## src/pkg/ohv_consts.svh

```systemverilog
// constants for the overcurrent hiccup and voltage code block
// assumes inclusion by bare name; holds definitions only
`ifndef OHV_CONSTS_SVH
`define OHV_CONSTS_SVH

// ********************
// clock rates and timing counts
// ********************
`define OHV_CLK_KHZ 50000
`define OHV_SW_KHZ 222
// system clocks per switching cycle, rounded down
`define OHV_SW_DIV ((`OHV_CLK_KHZ) / (`OHV_SW_KHZ))
`define OHV_FIRST_WAIT 4096
`define OHV_RETRY_WAIT 2048
`define OHV_PERSIST_CYC 7
`define OHV_SS_DELAY 16
`define OHV_SS_STEP 16

// ********************
// register byte offsets
// ********************
`define OHV_ADR_CTRL 8'h00
`define OHV_ADR_STATUS 8'h04
`define OHV_ADR_VCODE 8'h08
`define OHV_ADR_WAIT 8'h0c

// ********************
// field positions and reset values
// ********************
`define OHV_CTRL_EN 0
`define OHV_CTRL_TBL_LSB 1
`define OHV_CTRL_TBL_MSB 2
`define OHV_CTRL_EN_RESET 1'b0
`define OHV_CTRL_TBL_RESET 2'h0
`define OHV_ST_STICKY 0
`define OHV_ST_HICCUP 1
`define OHV_ST_FLAG_LSB 2
`define OHV_ST_STATE_LSB 4
`define OHV_VC_STEPS_LSB 8
`define OHV_VC_OFF 16
`define OHV_STEP_W 8

`endif

```

## src/pkg/ohv_pkg.sv

```systemverilog
// types shared by the overcurrent hiccup and voltage code block
// assumes nothing beyond a SystemVerilog compiler
package ohv_pkg;
   // code table choice; the fourth value decodes as off
   typedef enum logic [1:0] {
      OHV_TBL_FIRST5,
      OHV_TBL_SECOND5,
      OHV_TBL_FINE6,
      OHV_TBL_NONE
   } ohv_table_t;

   // supervision states
   typedef enum logic [1:0] {
      OHV_S_OFF,
      OHV_S_SOFT,
      OHV_S_RUN,
      OHV_S_WAIT
   } ohv_state_t;
endpackage : ohv_pkg

```

## src/verilog/ohv_hiccup_top.sv

```systemverilog
// overcurrent hiccup supervisor with voltage code decode and
// a classic wishbone register slave
// assumes one 50 MHz clock, comparator flags and code pins that
// arrive asynchronously, and pwm demand from logic on this clock
//
// Our own choices: the address map and the Wishbone register port.
`timescale 1ns/10ps
`include "ohv_consts.svh"

// What this block does
// - both channel flags together raise event at once
// - one flag for seven cycles raises event
// - event forces all gate drives off
// - first wait lasts 4096 switching cycles
// - wait ends in soft-start, success resumes switching
// - failed soft-start waits 2048 cycles, retries
// - hiccup loop repeats forever while enabled
// - three tables decode code word to reference
// - undriven code pins read as one
// - first 5-bit table from 0.800 to 1.550
// - second 5-bit table from 1.100 to 1.850
// - 6-bit table, fine bit low, 12.5 mV
// - off code keeps device disabled until changed
module ohv_hiccup_top #(
   parameter int SW_DIV = `OHV_SW_DIV,
   parameter int FIRST_WAIT = `OHV_FIRST_WAIT,
   parameter int RETRY_WAIT = `OHV_RETRY_WAIT,
   parameter int PERSIST = `OHV_PERSIST_CYC,
   parameter int SS_DELAY = `OHV_SS_DELAY,
   parameter int SS_STEP = `OHV_SS_STEP
) (
   // clock and reset
   input wire logic clk,
   input wire logic rst_b,
   // wishbone slave
   input wire logic wb_cyc_i,
   input wire logic wb_stb_i,
   input wire logic wb_we_i,
   input wire logic [7:0] wb_adr_i,
   input wire logic [3:0] wb_sel_i,
   input wire logic [31:0] wb_dat_i,
   output logic [31:0] wb_dat_o,
   output logic wb_ack_o,
   // comparator flags and enable pin
   input wire logic [1:0] ocFlag,
   input wire logic enablePin,
   // code pins: level and whether someone drives it
   input wire logic [5:0] vcodeLevel,
   input wire logic [5:0] vcodeDrive,
   // pwm demand per channel
   input wire logic [1:0] pwmDemand,
   // gate drives
   output logic [1:0] highGate,
   output logic [1:0] lowGate,
   // reference and ramp
   output logic [`OHV_STEP_W-1:0] referenceLevel,
   output logic [`OHV_STEP_W-1:0] rampLevel,
   output logic referenceOff,
   // status
   output logic overcurrentEvent,
   output logic hiccupActive
);
   localparam int DIV_W = $clog2(SW_DIV + 1);
   localparam int WAIT_W = $clog2(FIRST_WAIT + 1);
   localparam int PER_W = $clog2(PERSIST + 1);
   localparam int SS_W = $clog2(SS_DELAY + SS_STEP + 1);

   // ********************
   // elaboration checks
   // ********************
   if (SW_DIV < 1 || PERSIST < 1 || SS_DELAY < 1 || SS_STEP < 1) begin : gBadCount
      $error("ohv_hiccup_top: counts must be at least one");
   end
   if (FIRST_WAIT < 1 || RETRY_WAIT < 1 || RETRY_WAIT > FIRST_WAIT) begin : gBadWait
      $error("ohv_hiccup_top: waits must be positive, retry not above first");
   end

   // ********************
   // declarations
   // ********************
   logic [1:0] ocSync;
   logic enSync;
   logic [5:0] levelSync;
   logic [5:0] driveSync;
   logic [5:0] vcodeBit;
   logic codeOff;
   logic [`OHV_STEP_W-1:0] refSteps;
   logic [DIV_W-1:0] div_q;
   logic swTick;
   logic [1:0] held_q;
   logic [PER_W-1:0] persist_q [2];
   logic [1:0] persistHit;
   logic ocBoth;
   logic ocEvt;
   logic runAllowed;
   ohv_pkg::ohv_state_t state_q;
   ohv_pkg::ohv_state_t state_d;
   logic [WAIT_W-1:0] wait_q;
   logic [WAIT_W-1:0] waitLen_q;
   logic [SS_W-1:0] ss_q;
   logic ssDelayDone_q;
   logic [`OHV_STEP_W-1:0] ramp_q;
   logic rampDone;
   logic driveOn;
   logic ctrlEn_q;
   ohv_pkg::ohv_table_t tbl_q;
   logic sticky_q;
   logic ack_q;
   logic wbReq;
   logic wbWrite;
   logic [31:0] rdData;

   // ********************
   // pin synchronisers
   // ********************
   ohv_sync #(.WIDTH(3), .RESET_VAL(1'b0)) uSyncFlag (
      .clk(clk),
      .rst_b(rst_b),
      .asyncIn({enablePin, ocFlag}),
      .syncOut({enSync, ocSync})
   );

   ohv_sync #(.WIDTH(6), .RESET_VAL(1'b1)) uSyncLevel (
      .clk(clk),
      .rst_b(rst_b),
      .asyncIn(vcodeLevel),
      .syncOut(levelSync)
   );

   ohv_sync #(.WIDTH(6), .RESET_VAL(1'b0)) uSyncDrive (
      .clk(clk),
      .rst_b(rst_b),
      .asyncIn(vcodeDrive),
      .syncOut(driveSync)
   );

   // an undriven pin sits at its weak pull-up
   assign vcodeBit = levelSync | ~driveSync;

   // ********************
   // code decode
   // ********************
   ohv_code_decode uDecode (
      .clk(clk),
      .rst_b(rst_b),
      .vcodeBit(vcodeBit),
      .tableSel(tbl_q),
      .codeOff_q(codeOff),
      .steps_q(refSteps)
   );

   assign referenceLevel = refSteps;
   assign referenceOff = codeOff;

   // ********************
   // switching cycle divider
   // ********************
   assign swTick = (div_q == DIV_W'(SW_DIV - 1));

   always_ff @(posedge clk) begin
      if (!rst_b) begin
         div_q <= '0;
      end else if (swTick) begin
         div_q <= '0;
      end else begin
         div_q <= div_q + 1'b1;
      end
   end

   // ********************
   // overcurrent qualification
   // ********************
   // a flag low at any point of a switching cycle clears its run
   for (genvar ch = 0; ch < 2; ch++) begin : gChan
      always_ff @(posedge clk) begin
         if (!rst_b || !driveOn) begin
            held_q[ch] <= 1'b1;
            persist_q[ch] <= '0;
         end else if (swTick) begin
            held_q[ch] <= 1'b1;
            if (held_q[ch] && ocSync[ch] && !persistHit[ch]) begin
               persist_q[ch] <= persist_q[ch] + 1'b1;
            end else if (!(held_q[ch] && ocSync[ch])) begin
               persist_q[ch] <= '0;
            end
         end else if (!ocSync[ch]) begin
            held_q[ch] <= 1'b0;
         end
      end
      assign persistHit[ch] = (persist_q[ch] == PER_W'(PERSIST));
   end

   assign ocBoth = &ocSync;
   assign driveOn = (state_q == ohv_pkg::OHV_S_SOFT) || (state_q == ohv_pkg::OHV_S_RUN);
   assign ocEvt = driveOn && (ocBoth || (|persistHit));
   assign runAllowed = ctrlEn_q && enSync && !codeOff;

   // ********************
   // supervision state machine
   // ********************
   assign rampDone = ssDelayDone_q && (ramp_q >= refSteps);

   always_comb begin
      state_d = state_q;
      case (state_q)
         ohv_pkg::OHV_S_OFF: begin
            if (runAllowed) begin
               state_d = ohv_pkg::OHV_S_SOFT;
            end
         end
         ohv_pkg::OHV_S_SOFT: begin
            if (!runAllowed) begin
               state_d = ohv_pkg::OHV_S_OFF;
            end else if (ocEvt) begin
               state_d = ohv_pkg::OHV_S_WAIT;
            end else if (rampDone) begin
               state_d = ohv_pkg::OHV_S_RUN;
            end
         end
         ohv_pkg::OHV_S_RUN: begin
            if (!runAllowed) begin
               state_d = ohv_pkg::OHV_S_OFF;
            end else if (ocEvt) begin
               state_d = ohv_pkg::OHV_S_WAIT;
            end
         end
         ohv_pkg::OHV_S_WAIT: begin
            if (!runAllowed) begin
               state_d = ohv_pkg::OHV_S_OFF;
            end else if (swTick && (wait_q == waitLen_q - 1'b1)) begin
               state_d = ohv_pkg::OHV_S_SOFT;
            end
         end
         default: begin
            state_d = ohv_pkg::OHV_S_OFF;
         end
      endcase
   end

   // state register; no retry count, so the loop never latches off
   always_ff @(posedge clk) begin
      if (!rst_b) begin
         state_q <= ohv_pkg::OHV_S_OFF;
      end else begin
         state_q <= state_d;
      end
   end

   // wait length chosen by where the event struck
   always_ff @(posedge clk) begin
      if (!rst_b) begin
         waitLen_q <= WAIT_W'(FIRST_WAIT);
      end else if (ocEvt && state_q == ohv_pkg::OHV_S_RUN) begin
         waitLen_q <= WAIT_W'(FIRST_WAIT);
      end else if (ocEvt && state_q == ohv_pkg::OHV_S_SOFT) begin
         waitLen_q <= WAIT_W'(RETRY_WAIT);
      end
   end

   // wait counter in switching cycles
   always_ff @(posedge clk) begin
      if (!rst_b || state_q != ohv_pkg::OHV_S_WAIT) begin
         wait_q <= '0;
      end else if (swTick) begin
         wait_q <= wait_q + 1'b1;
      end
   end

   // ********************
   // soft-start ramp
   // ********************
   // a delay, then one 12.5 mV step per ramp period
   always_ff @(posedge clk) begin
      if (!rst_b || state_q != ohv_pkg::OHV_S_SOFT) begin
         ss_q <= '0;
         ssDelayDone_q <= 1'b0;
         ramp_q <= '0;
      end else if (swTick) begin
         if (!ssDelayDone_q) begin
            if (ss_q == SS_W'(SS_DELAY - 1)) begin
               ss_q <= '0;
               ssDelayDone_q <= 1'b1;
            end else begin
               ss_q <= ss_q + 1'b1;
            end
         end else if (ss_q == SS_W'(SS_STEP - 1)) begin
            ss_q <= '0;
            if (ramp_q < refSteps) begin
               ramp_q <= ramp_q + 1'b1;
            end
         end else begin
            ss_q <= ss_q + 1'b1;
         end
      end
   end

   // ramp shown at full level once running
   always_ff @(posedge clk) begin
      if (!rst_b) begin
         rampLevel <= '0;
      end else if (state_q == ohv_pkg::OHV_S_RUN) begin
         rampLevel <= refSteps;
      end else begin
         rampLevel <= ramp_q;
      end
   end

   // ********************
   // gate drives
   // ********************
   // the next state gates the drives, so an event turns them off
   // on the same edge that sees it
   always_ff @(posedge clk) begin
      if (!rst_b) begin
         highGate <= 2'h0;
         lowGate <= 2'h0;
      end else if (state_d == ohv_pkg::OHV_S_SOFT || state_d == ohv_pkg::OHV_S_RUN) begin
         highGate <= pwmDemand;
         lowGate <= ~pwmDemand;
      end else begin
         highGate <= 2'h0;
         lowGate <= 2'h0;
      end
   end

   // ********************
   // status outputs
   // ********************
   always_ff @(posedge clk) begin
      if (!rst_b) begin
         overcurrentEvent <= 1'b0;
         hiccupActive <= 1'b0;
      end else begin
         overcurrentEvent <= ocEvt;
         hiccupActive <= (state_d == ohv_pkg::OHV_S_WAIT);
      end
   end

   // sticky event flag; a new event wins over a clear
   always_ff @(posedge clk) begin
      if (!rst_b) begin
         sticky_q <= 1'b0;
      end else if (ocEvt) begin
         sticky_q <= 1'b1;
      end else if (wbWrite && wb_adr_i == `OHV_ADR_STATUS && wb_sel_i[0]
            && wb_dat_i[`OHV_ST_STICKY]) begin
         sticky_q <= 1'b0;
      end
   end

   // ********************
   // wishbone slave
   // ********************
   assign wbReq = wb_cyc_i && wb_stb_i;
   assign wbWrite = wbReq && wb_we_i && ack_q;
   assign wb_ack_o = ack_q;

   // one wait cycle, ack for one cycle
   always_ff @(posedge clk) begin
      if (!rst_b) begin
         ack_q <= 1'b0;
      end else begin
         ack_q <= wbReq && !ack_q;
      end
   end

   // control register, low byte lane
   always_ff @(posedge clk) begin
      if (!rst_b) begin
         ctrlEn_q <= `OHV_CTRL_EN_RESET;
         tbl_q <= ohv_pkg::ohv_table_t'(`OHV_CTRL_TBL_RESET);
      end else if (wbWrite && wb_adr_i == `OHV_ADR_CTRL && wb_sel_i[0]) begin
         ctrlEn_q <= wb_dat_i[`OHV_CTRL_EN];
         tbl_q <= ohv_pkg::ohv_table_t'(wb_dat_i[`OHV_CTRL_TBL_MSB:`OHV_CTRL_TBL_LSB]);
      end
   end

   // read decode; unmapped offsets read zero
   always_comb begin
      rdData = 32'h0000_0000;
      if (wb_adr_i == `OHV_ADR_CTRL) begin
         rdData[`OHV_CTRL_EN] = ctrlEn_q;
         rdData[`OHV_CTRL_TBL_MSB:`OHV_CTRL_TBL_LSB] = tbl_q;
      end else if (wb_adr_i == `OHV_ADR_STATUS) begin
         rdData[`OHV_ST_STICKY] = sticky_q;
         rdData[`OHV_ST_HICCUP] = (state_q == ohv_pkg::OHV_S_WAIT);
         rdData[`OHV_ST_FLAG_LSB +: 2] = ocSync;
         rdData[`OHV_ST_STATE_LSB +: 2] = state_q;
      end else if (wb_adr_i == `OHV_ADR_VCODE) begin
         rdData[5:0] = vcodeBit;
         rdData[`OHV_VC_STEPS_LSB +: `OHV_STEP_W] = refSteps;
         rdData[`OHV_VC_OFF] = codeOff;
      end else if (wb_adr_i == `OHV_ADR_WAIT) begin
         rdData[WAIT_W-1:0] = wait_q;
      end
   end

   // read data registered with the ack
   always_ff @(posedge clk) begin
      if (!rst_b) begin
         wb_dat_o <= 32'h0000_0000;
      end else if (wbReq && !ack_q && !wb_we_i) begin
         wb_dat_o <= rdData;
      end
   end
endmodule : ohv_hiccup_top

```

## src/verilog/ohv_sync.sv

```systemverilog
// two flip-flop synchroniser for pin inputs
// assumes one clock and a synchronous active-low reset
`timescale 1ns/10ps
module ohv_sync #(
   parameter int WIDTH = 1,
   parameter logic RESET_VAL = 1'b0
) (
   // clock and reset
   input wire logic clk,
   input wire logic rst_b,
   // pin side and clocked side
   input wire logic [WIDTH-1:0] asyncIn,
   output logic [WIDTH-1:0] syncOut
);
   logic [WIDTH-1:0] meta_q;

   if (WIDTH < 1) begin : gBadWidth
      $error("ohv_sync: WIDTH must be at least one");
   end

   // first stage feeds only the second stage
   always_ff @(posedge clk) begin
      if (!rst_b) begin
         meta_q <= {WIDTH{RESET_VAL}};
         syncOut <= {WIDTH{RESET_VAL}};
      end else begin
         meta_q <= asyncIn;
         syncOut <= meta_q;
      end
   end
endmodule : ohv_sync

```

## src/verilog/ohv_code_decode.sv

```systemverilog
// voltage code decoder: code word to 12.5 mV reference steps
// assumes a synchronised code word and a table choice
`timescale 1ns/10ps
`include "ohv_consts.svh"
module ohv_code_decode (
   // clock and reset
   input wire logic clk,
   input wire logic rst_b,
   // code in, bit five is the fine bit
   input wire logic [5:0] vcodeBit,
   input wire ohv_pkg::ohv_table_t tableSel,
   // decoded reference
   output logic codeOff_q,
   output logic [`OHV_STEP_W-1:0] steps_q
);
   logic [5:0] fineWord;
   logic offD;
   logic [`OHV_STEP_W-1:0] stepsD;

   // 5-bit table: 11111 off, each decrement adds 25 mV (two steps)
   function automatic logic [`OHV_STEP_W-1:0] decode5(input logic [4:0] c,
         input logic [`OHV_STEP_W-1:0] base);
      decode5 = base + {2'h0, 5'h1e - c, 1'b0};
   endfunction : decode5

   // 6-bit table, bit five least significant; two runs of 12.5 mV codes
   function automatic logic [`OHV_STEP_W-1:0] decodeFine(input logic [5:0] w);
      if (w <= 6'h14) begin
         decodeFine = 8'h57 - {2'h0, w};
      end else begin
         decodeFine = 8'h95 - {2'h0, w};
      end
   endfunction : decodeFine

   assign fineWord = {vcodeBit[4:0], vcodeBit[5]};

   // table choice and off codes
   always_comb begin
      offD = 1'b0;
      stepsD = 8'h00;
      case (tableSel)
         ohv_pkg::OHV_TBL_FIRST5: begin
            offD = &vcodeBit[4:0];
            stepsD = decode5(vcodeBit[4:0], 8'h40);
         end
         ohv_pkg::OHV_TBL_SECOND5: begin
            offD = &vcodeBit[4:0];
            stepsD = decode5(vcodeBit[4:0], 8'h58);
         end
         ohv_pkg::OHV_TBL_FINE6: begin
            offD = &fineWord[5:1];
            stepsD = decodeFine(fineWord);
         end
         default: begin
            offD = 1'b1;
         end
      endcase
      if (offD) begin
         stepsD = 8'h00;
      end
   end

   // registered result
   always_ff @(posedge clk) begin
      if (!rst_b) begin
         codeOff_q <= 1'b1;
         steps_q <= 8'h00;
      end else begin
         codeOff_q <= offD;
         steps_q <= stepsD;
      end
   end
endmodule : ohv_code_decode

```

## config.mk

```make
export PLATFORM = sky130hd
export DESIGN_NAME = ohv_hiccup_top
export DESIGN_NICKNAME = d
export VERILOG_FILES = /design/src/pkg/ohv_pkg.sv /design/src/verilog/ohv_hiccup_top.sv /design/src/verilog/ohv_sync.sv /design/src/verilog/ohv_code_decode.sv
export VERILOG_INCLUDE_DIRS = /design/src /design/src/pkg
export SDC_FILE = /design/constraint.sdc
export NUM_CORES = 1
export LEC_CHECK = 0
export BUFFER_PORTS_ARGS = -buffer_cell sky130_fd_sc_hd__buf_4
export CAP_MARGIN = 5
export CELL_PAD_IN_SITES_DETAIL_PLACEMENT = 0
export CELL_PAD_IN_SITES_GLOBAL_PLACEMENT = 2
export CORE_MARGIN = 4
export CORE_UTILIZATION = 35
export CTS_CLUSTER_DIAMETER = 200
export DETAILED_ROUTE_END_ITERATION = 8
export PLACE_DENSITY_LB_ADDON = 0.1
export RECOVER_POWER = 25
export SYNTH_ARGS = -nofsm -noshare
export SYNTH_HDL_FRONTEND = slang
export SYNTH_SLANG_ARGS = --single-unit
export TNS_END_PERCENT = 20
```

## constraint.sdc

```tcl
create_clock -name clk -period 5 [get_ports clk]
set_input_delay 0.25 -clock clk [delete_from_list [all_inputs] [get_ports clk]]
set_output_delay 0.25 -clock clk [all_outputs]
set_load 0.1 [all_outputs]
```

Yosys cells after proc, flatten, opt, wreduce, memory -nomap -nowiden
Memory sizes are Yosys's and may differ from the RTL's. Cells that the tools add are included.

Add/sub/neg operators: 12. Order comparisons: 3. Equality and inequality tests: 18. Mux-type cells: 51. Bitwise operators: 8. Reductions and logical operators: 48.

Operators with widths (count): $mux 1 (25); $pmux 8 s3 (1); $logic_and 1x1->1 (21); $mux 2 (9); $mux 6 (3); $add 7x6->8 const A (2); $add 8x1->8 const B (2); $eq 8x4->1 const B (2); $mux 8 (2); $mux 3 (5); $mux 14 (1); $add 13x1->13 const B (1); $eq 13x13->1 (1); $mux 13 (1); $sub 13x1->13 const B (1); $mux 11 (1); $eq 2x2->1 const B (5); $reduce_or 2->1 (5); $eq 8x3->1 const B (1); $eq 8x8->1 const B (1); $ge 8x8->1 (1); $logic_not 8->1 (1); $lt 8x8->1 (1); $pmux 2 s4 (1); 26 further kinds (46).

Register bits after elaboration: 117. Memory bits (writable): 6. Output and inout bits: 56. Memories kept: 1.

Memory list: persist_q (words 2, bits a word 3, rd ports 2, clocked after Yosys merged registers in 0, write ports 2, RTL line ohv_hiccup_top.sv:91) `logic [PER_W-1:0] persist_q [2];`.

Depth between registers and ports, before layout
An unclocked memory read counts as a cell.

Depth in word-level cells: 11. Depth in mapped cells: 11.

By module
A second synthesis with hierarchy kept.

Cells, all modules: 607. Area total of the unflattened synthesis: 5819.3 um2.

Modules (own cells, without submodules): ohv_hiccup_top (instances 1, cells an instance 462, area an instance 4295.4 um2); ohv_code_decode (instances 1, cells an instance 83, area an instance 690.7 um2); ohv_sync (uSyncLevel) (instances 1, cells an instance 25, area an instance 339.1 um2); ohv_sync (uSyncDrive) (instances 1, cells an instance 25, area an instance 336.6 um2); ohv_sync (uSyncFlag) (instances 1, cells an instance 12, area an instance 157.7 um2).

Worst setup path after synthesis
No wires, ideal clock.

Path kind: flip-flop to flip-flop. Start: register uDecode.steps_q[1]. End: register highGate[0]. Setup time: 0.115 ns. Data arrival time: 2.616 ns. Required time: 4.885 ns. Setup slack: 2.268 ns. Cell stages (with the launch flop): 11. Buffers on the path: 0. Cell sequence: dfxtp_1 inv_1 ha_1 nor2b_1 o211ai_1 a31oi_1 nor4_1 a311oi_1 nor2_1 ha_1 and3_1.

Word-level cells in the longest chain between the ends: 9. Elaborated cells on any way between the ends: 10.

Ends and longest elaborated chain: from (decl) (RTL line ohv_code_decode.sv:14) `` output logic [`OHV_STEP_W-1:0] steps_q ``; from (signal assigned) (RTL line ohv_code_decode.sv:70) `steps_q <= stepsD;`; $ge 8x8->1 * (RTL line ohv_hiccup_top.sv:201) `assign rampDone = ssDelayDone_q && (ramp_q >= refSteps);`; $logic_and 1x1->1 * (RTL line ohv_hiccup_top.sv:201); $mux 2 * (RTL line ohv_hiccup_top.sv:216) `end else if (rampDone) begin`; $mux 2 * (RTL line ohv_hiccup_top.sv:214) `end else if (ocEvt) begin`; $mux 2 * (RTL line ohv_hiccup_top.sv:212) `if (!runAllowed) begin`; $pmux 2 s4 * (RTL line ohv_hiccup_top.sv:205) `case (state_q)`; named net state_d[0] (RTL line ohv_hiccup_top.sv:97) `ohv_pkg::ohv_state_t state_d;`; $eq 2x1->1 or $eq 2x2->1 (tied branches) (RTL line ohv_hiccup_top.sv:317) `end else if (state_d == ohv_pkg::OHV_S_SOFT || state_d == ohv_pkg::OHV_S_RUN) begin`; $logic_or 1x1->1 * (RTL line ohv_hiccup_top.sv:317); $reduce_and 2->1 (no line) *; to (signal assigned) (RTL line ohv_hiccup_top.sv:318) `highGate <= pwmDemand;`; to (decl) (RTL line ohv_hiccup_top.sv:53) `output logic [1:0] highGate,`.

Mark *: on every way through the listed nets, which the timed path passes. The rest lies on a longest branch. A chain may end at the register's enable or synchronous reset.

Worst setup path in the final report
Start: input rst_b. End: register uDecode.steps_q[4].

Word-level cells in the longest chain between the ends: 2.

Ends and longest elaborated chain: from (decl) (RTL line ohv_hiccup_top.sv:34) `input wire logic rst_b,`; $not 1->1 (no line); $reduce_or 2->1 (no line).

Every way passes these cells.

==> results.sh <==
export IMPL_status="finished with violations"
export IMPL_violations="max-capacitance violations, max-slew violations"
export IMPL_postSynthCellCount=606
export IMPL_busiest_layer="met2"
export IMPL_hold_end="uSyncLevel.meta_q[0]$_SDFF_PN1_"
export IMPL_period_minus_slack_ns=3.39
export IMPL_vias_per_cell=4.78
export IMPL_cap_violations=1
export IMPL_drtAntennaViolNets=0
export IMPL_layout_nets=775
export IMPL_fmax_ghz=0.295
export IMPL_post_place_cells=869
export IMPL_grt_pass1_vias=4174
export IMPL_place_hpwl_mm=9.73
export IMPL_yosysTopAreaCellShare_pct=42.3
export IMPL_layout_cells_most_common="dfxtp_1"
export IMPL_fin_util_pct=44.3
export IMPL_grt_overflow=0
export IMPL_synth_compound_area_share_pct=9.95
export IMPL_ys_types=55
export IMPL_fill_cells=1521
export IMPL_grt_use_met1_pct=20.5
export IMPL_reg2reg_slack_ns=2.21
export IMPL_ys_ff_latch=123
export IMPL_cp_common_cell="clkbuf_1"
export IMPL_final_cell_mix="117 x dfxtp_1, 62 x buf_4, 53 x nand2_1"
export IMPL_final_instance_count_excl_fill=906
export IMPL_place_gp_congestion=0.863
export IMPL_cp_required_ns=5.30
export IMPL_clkSlewWorstSetupHoldPaths_ns=0.05
export IMPL_synth_xor_area_share_pct=4.27
export IMPL_cp_end_kind="register"
export IMPL_antenna_found_initial=0
export IMPL_dieHeight_um=134
export IMPL_cp_num_buf_inv=2
export IMPL_drt_wl_total_mm=13.2
export IMPL_synth_top_flop_cell="dfxtp_1"
export IMPL_fp_coreArea_sq_um=15400
export IMPL_finClkSkew_ns=0.00723
export IMPL_place_area_sq_um=6220
export IMPL_critPathMaxFanout=49
export IMPL_drcViolationCount=0
export IMPL_ir_worst_vdd_mv=0.241
export IMPL_crit_family="buffers and inverters"
export IMPL_synth_mux_area_fraction_pct=3.66
export IMPL_cts_setup_buffers=0
export IMPL_reg2reg_from="persist_q[1][0]$_SDFFCE_PP0P_"
export IMPL_die_area_sq_um=17900
export IMPL_cts_tree="built"
export IMPL_min_path_cells=2
export IMPL_leakagePower_nw=2.61
export IMPL_ys_async_sr_fraction_pct=0
export IMPL_crit_cells=5
export IMPL_clock_path_buffers=2
export IMPL_ctsHtreeMaxLevel=4
export IMPL_place_port_buffers=74
export IMPL_cp_slowest_stage_delay_ns=1.37
export IMPL_cts_sinks=123
export IMPL_yosysTopAreaCell="dfxtp_1"
export IMPL_start_util_pct=36.1
export IMPL_syn_area_sq_um=5540
export IMPL_seq_area_frac_synth_pct=45.5
export IMPL_timing_final_setup_violations=0
export IMPL_vias=4330
export IMPL_finalCritPeriodShare_pct=67.8
export IMPL_synth_edf_count=6
export IMPL_hold_start="vcodeLevel[0]"
export IMPL_p_per_area_nw_per_um2=343
export IMPL_crit_chain="clkbuf_1 > clkbuf_1 > o21ai_1 > a2111o_1 > o31ai_1"
export IMPL_globalRouteTotalUtil_pct=15.4
export IMPL_worstSetupStartpointType="input pin"
export IMPL_drv_slew=50
export IMPL_crit_slowest_cell="clkbuf_1"
export IMPL_critPathKind="input pin to register"
export IMPL_cts_root_buf="clkbuf_16"
export IMPL_synth_top_family_by_area="simple AND/OR/NAND/NOR gates"
export IMPL_grt_pass1_wl_mm=21.5
export IMPL_tns_ns=0
export IMPL_hold_class="input pin to register"
export IMPL_floorplan_rows=45
export IMPL_wl_per_cell_um=14.5
export IMPL_reg2reg_depth=10
export IMPL_area_delta_synth_final_pct=22.7
export IMPL_rsz0062_at_grt="false"
export IMPL_yosys_area_share_simple_pct=25.1
export IMPL_cts_resized_gates=0
export IMPL_relSlewSlack_pct=-20.2
export IMPL_dr_pass1_iters=4
export IMPL_layout_drive_gt1_share_pct=14.7
export IMPL_worstMarginPinSlew_ns=1.80
export IMPL_numCtsBuffers=17
export IMPL_ys_top_cells_by_area="dfxtp_1 42%, ha_1 6.1%, and2_1 3.6%"
export IMPL_synth_fa_ha_area_share_pct=6.09
export IMPL_worstPathArrival_ns=3.69
export IMPL_r2r_end="lowGate[1]$_SDFF_PN0_"
export IMPL_die_w_um=134
export IMPL_io_pins=122
export IMPL_timing_hold_violations_final=0
export IMPL_final_cell_area_sq_um=6800
export IMPL_yosysWarnings=0
export IMPL_drt_iter0_markers=230
export IMPL_grt_max_degree=50
export IMPL_clk_latency_ns=0.41
export IMPL_avgSynthCellArea_sq_um=9.15
export IMPL_use_met2_pct=23.1
export IMPL_diodes=0
export IMPL_met3_usage_pct=4.76
stage by stage:
step | hold WS, ns | setup WS [ns] | power [mW]
finish | 0.0241 | 1.61 | 2.34
global route | 0.00671 | 1.17 | 2.44
CTS | 0.00180 | 2.22 | 2.38
detailed placement | 0.391 | 2.24 | 1.18
global placement | 0.394 | 2.25 | 1.18
floorplan | 0.322 | 2.27 | 1.15
how the worst max path moves through the flow:
stage                                          endpoint                          start  slack [ns]
after CTS                         lowGate[1]$_SDFF_PN0_  persist_q[1][0]$_SDFFCE_PP0P_        2.22
after global routing      uDecode.steps_q[4]$_SDFF_PP0_                          rst_b        1.17
after global placement           highGate[1]$_SDFF_PN0_  persist_q[1][0]$_SDFFCE_PP0P_        2.25
final                     uDecode.steps_q[4]$_SDFF_PP0_                          rst_b        1.61
after floorplan                  highGate[0]$_SDFF_PN0_  uDecode.steps_q[1]$_SDFF_PP0_        2.27
after detailed placement          lowGate[1]$_SDFF_PN0_  persist_q[1][0]$_SDFFCE_PP0P_        2.24
flip-flops by register name, summed over array words and instances (netlist names), 3 cells and up:
signal	cells
wb_dat_o	17
uSyncFlag.syncOut	3
uSyncDrive.syncOut	6
rampLevel	8
wait_q	13
ramp_q	8
uSyncLevel.syncOut	6
persist_q	6
uSyncDrive.meta_q	6
uSyncLevel.meta_q	6
uDecode.steps_q	8
ss_q	6
div_q	8
uSyncFlag.meta_q	3
cell families (layout without fill, tap and decap cells):
kind of cell,count (synthesis),in the layout
fa+ha+maj,27,27
flops,123,123
simple gates,259,259
other cells,1,15
buf+inv,63,138
compound gates,87,87
mux,19,19
xor+xnor,27,27
routing by layer:
layer  up-vias  wire (um)
li1       2209          -
met1      1995       6040
met2       107       6090
met3        19        762
met4         0        280
met5         -          0
where the power goes:
group | internal, mW | total [mW] | switching, mW
combinational | 0.0425 | 0.146 | 0.103
clock | 0.733 | 1.18 | 0.447
sequential | 1.00 | 1.01 | 0.00813
total | 1.78 | 2.34 | 0.559
area by class of cell:
class,count,area (sq um),share of cell area (%)
multi-input combinational,434,2780,40.8
clock inverter,14,149,2.19
sequential,123,2520,37.1
inverter,26,97.6,1.43
timing repair buffer,80,564,8.30
tap,211,264,3.88
clock buffer,18,429,6.31
Yosys cell counts, types with 2 or more instances:
cell type,number
nand4_1,12
a21oi_1,26
a211oi_1,3
xor2_1,15
nor3_1,13
nor2_1,46
ha_1,27
nor3b_1,3
nor4_1,4
clkbuf_1,19
buf_1,2
o2bb2ai_1,2
nand3_1,23
o211ai_1,4
buf_4,16
o21ai_0,17
inv_1,25
o22ai_1,2
nor2b_1,27
and2_1,32
nand4_2,2
edfxtp_1,6
a21o_1,5
dfxtp_1,117
or3_1,8
nand2_1,53
o21ai_1,3
a22oi_1,11
xnor2_1,12
a32oi_1,2
and3_1,9
nand2b_1,18
mux2i_1,18
a31oi_1,2
a311oi_1,2
worst register-to-register path: stages (launching register included):
cell and delay, ns:
edfxtp_1 0.39, ha_1 0.22, ha_1 0.22, a211oi_1 0.34
nor2b_1 0.18, o22ai_1 0.21, nand3_1 0.13, a221o_1 0.42
ha_1 0.39, nand2_1 0.09, nor2_1 0.14
what timing repair did:
| item | in CTS | in global routing |
|---|---|---|
| setup endpoints to repair | 0 | 0 |
| endpoints found under the hold margin | 4 | 1 |
| hold buffers | 4 | 1 |
No activity file was read; power rests on OpenSTA's default activity.
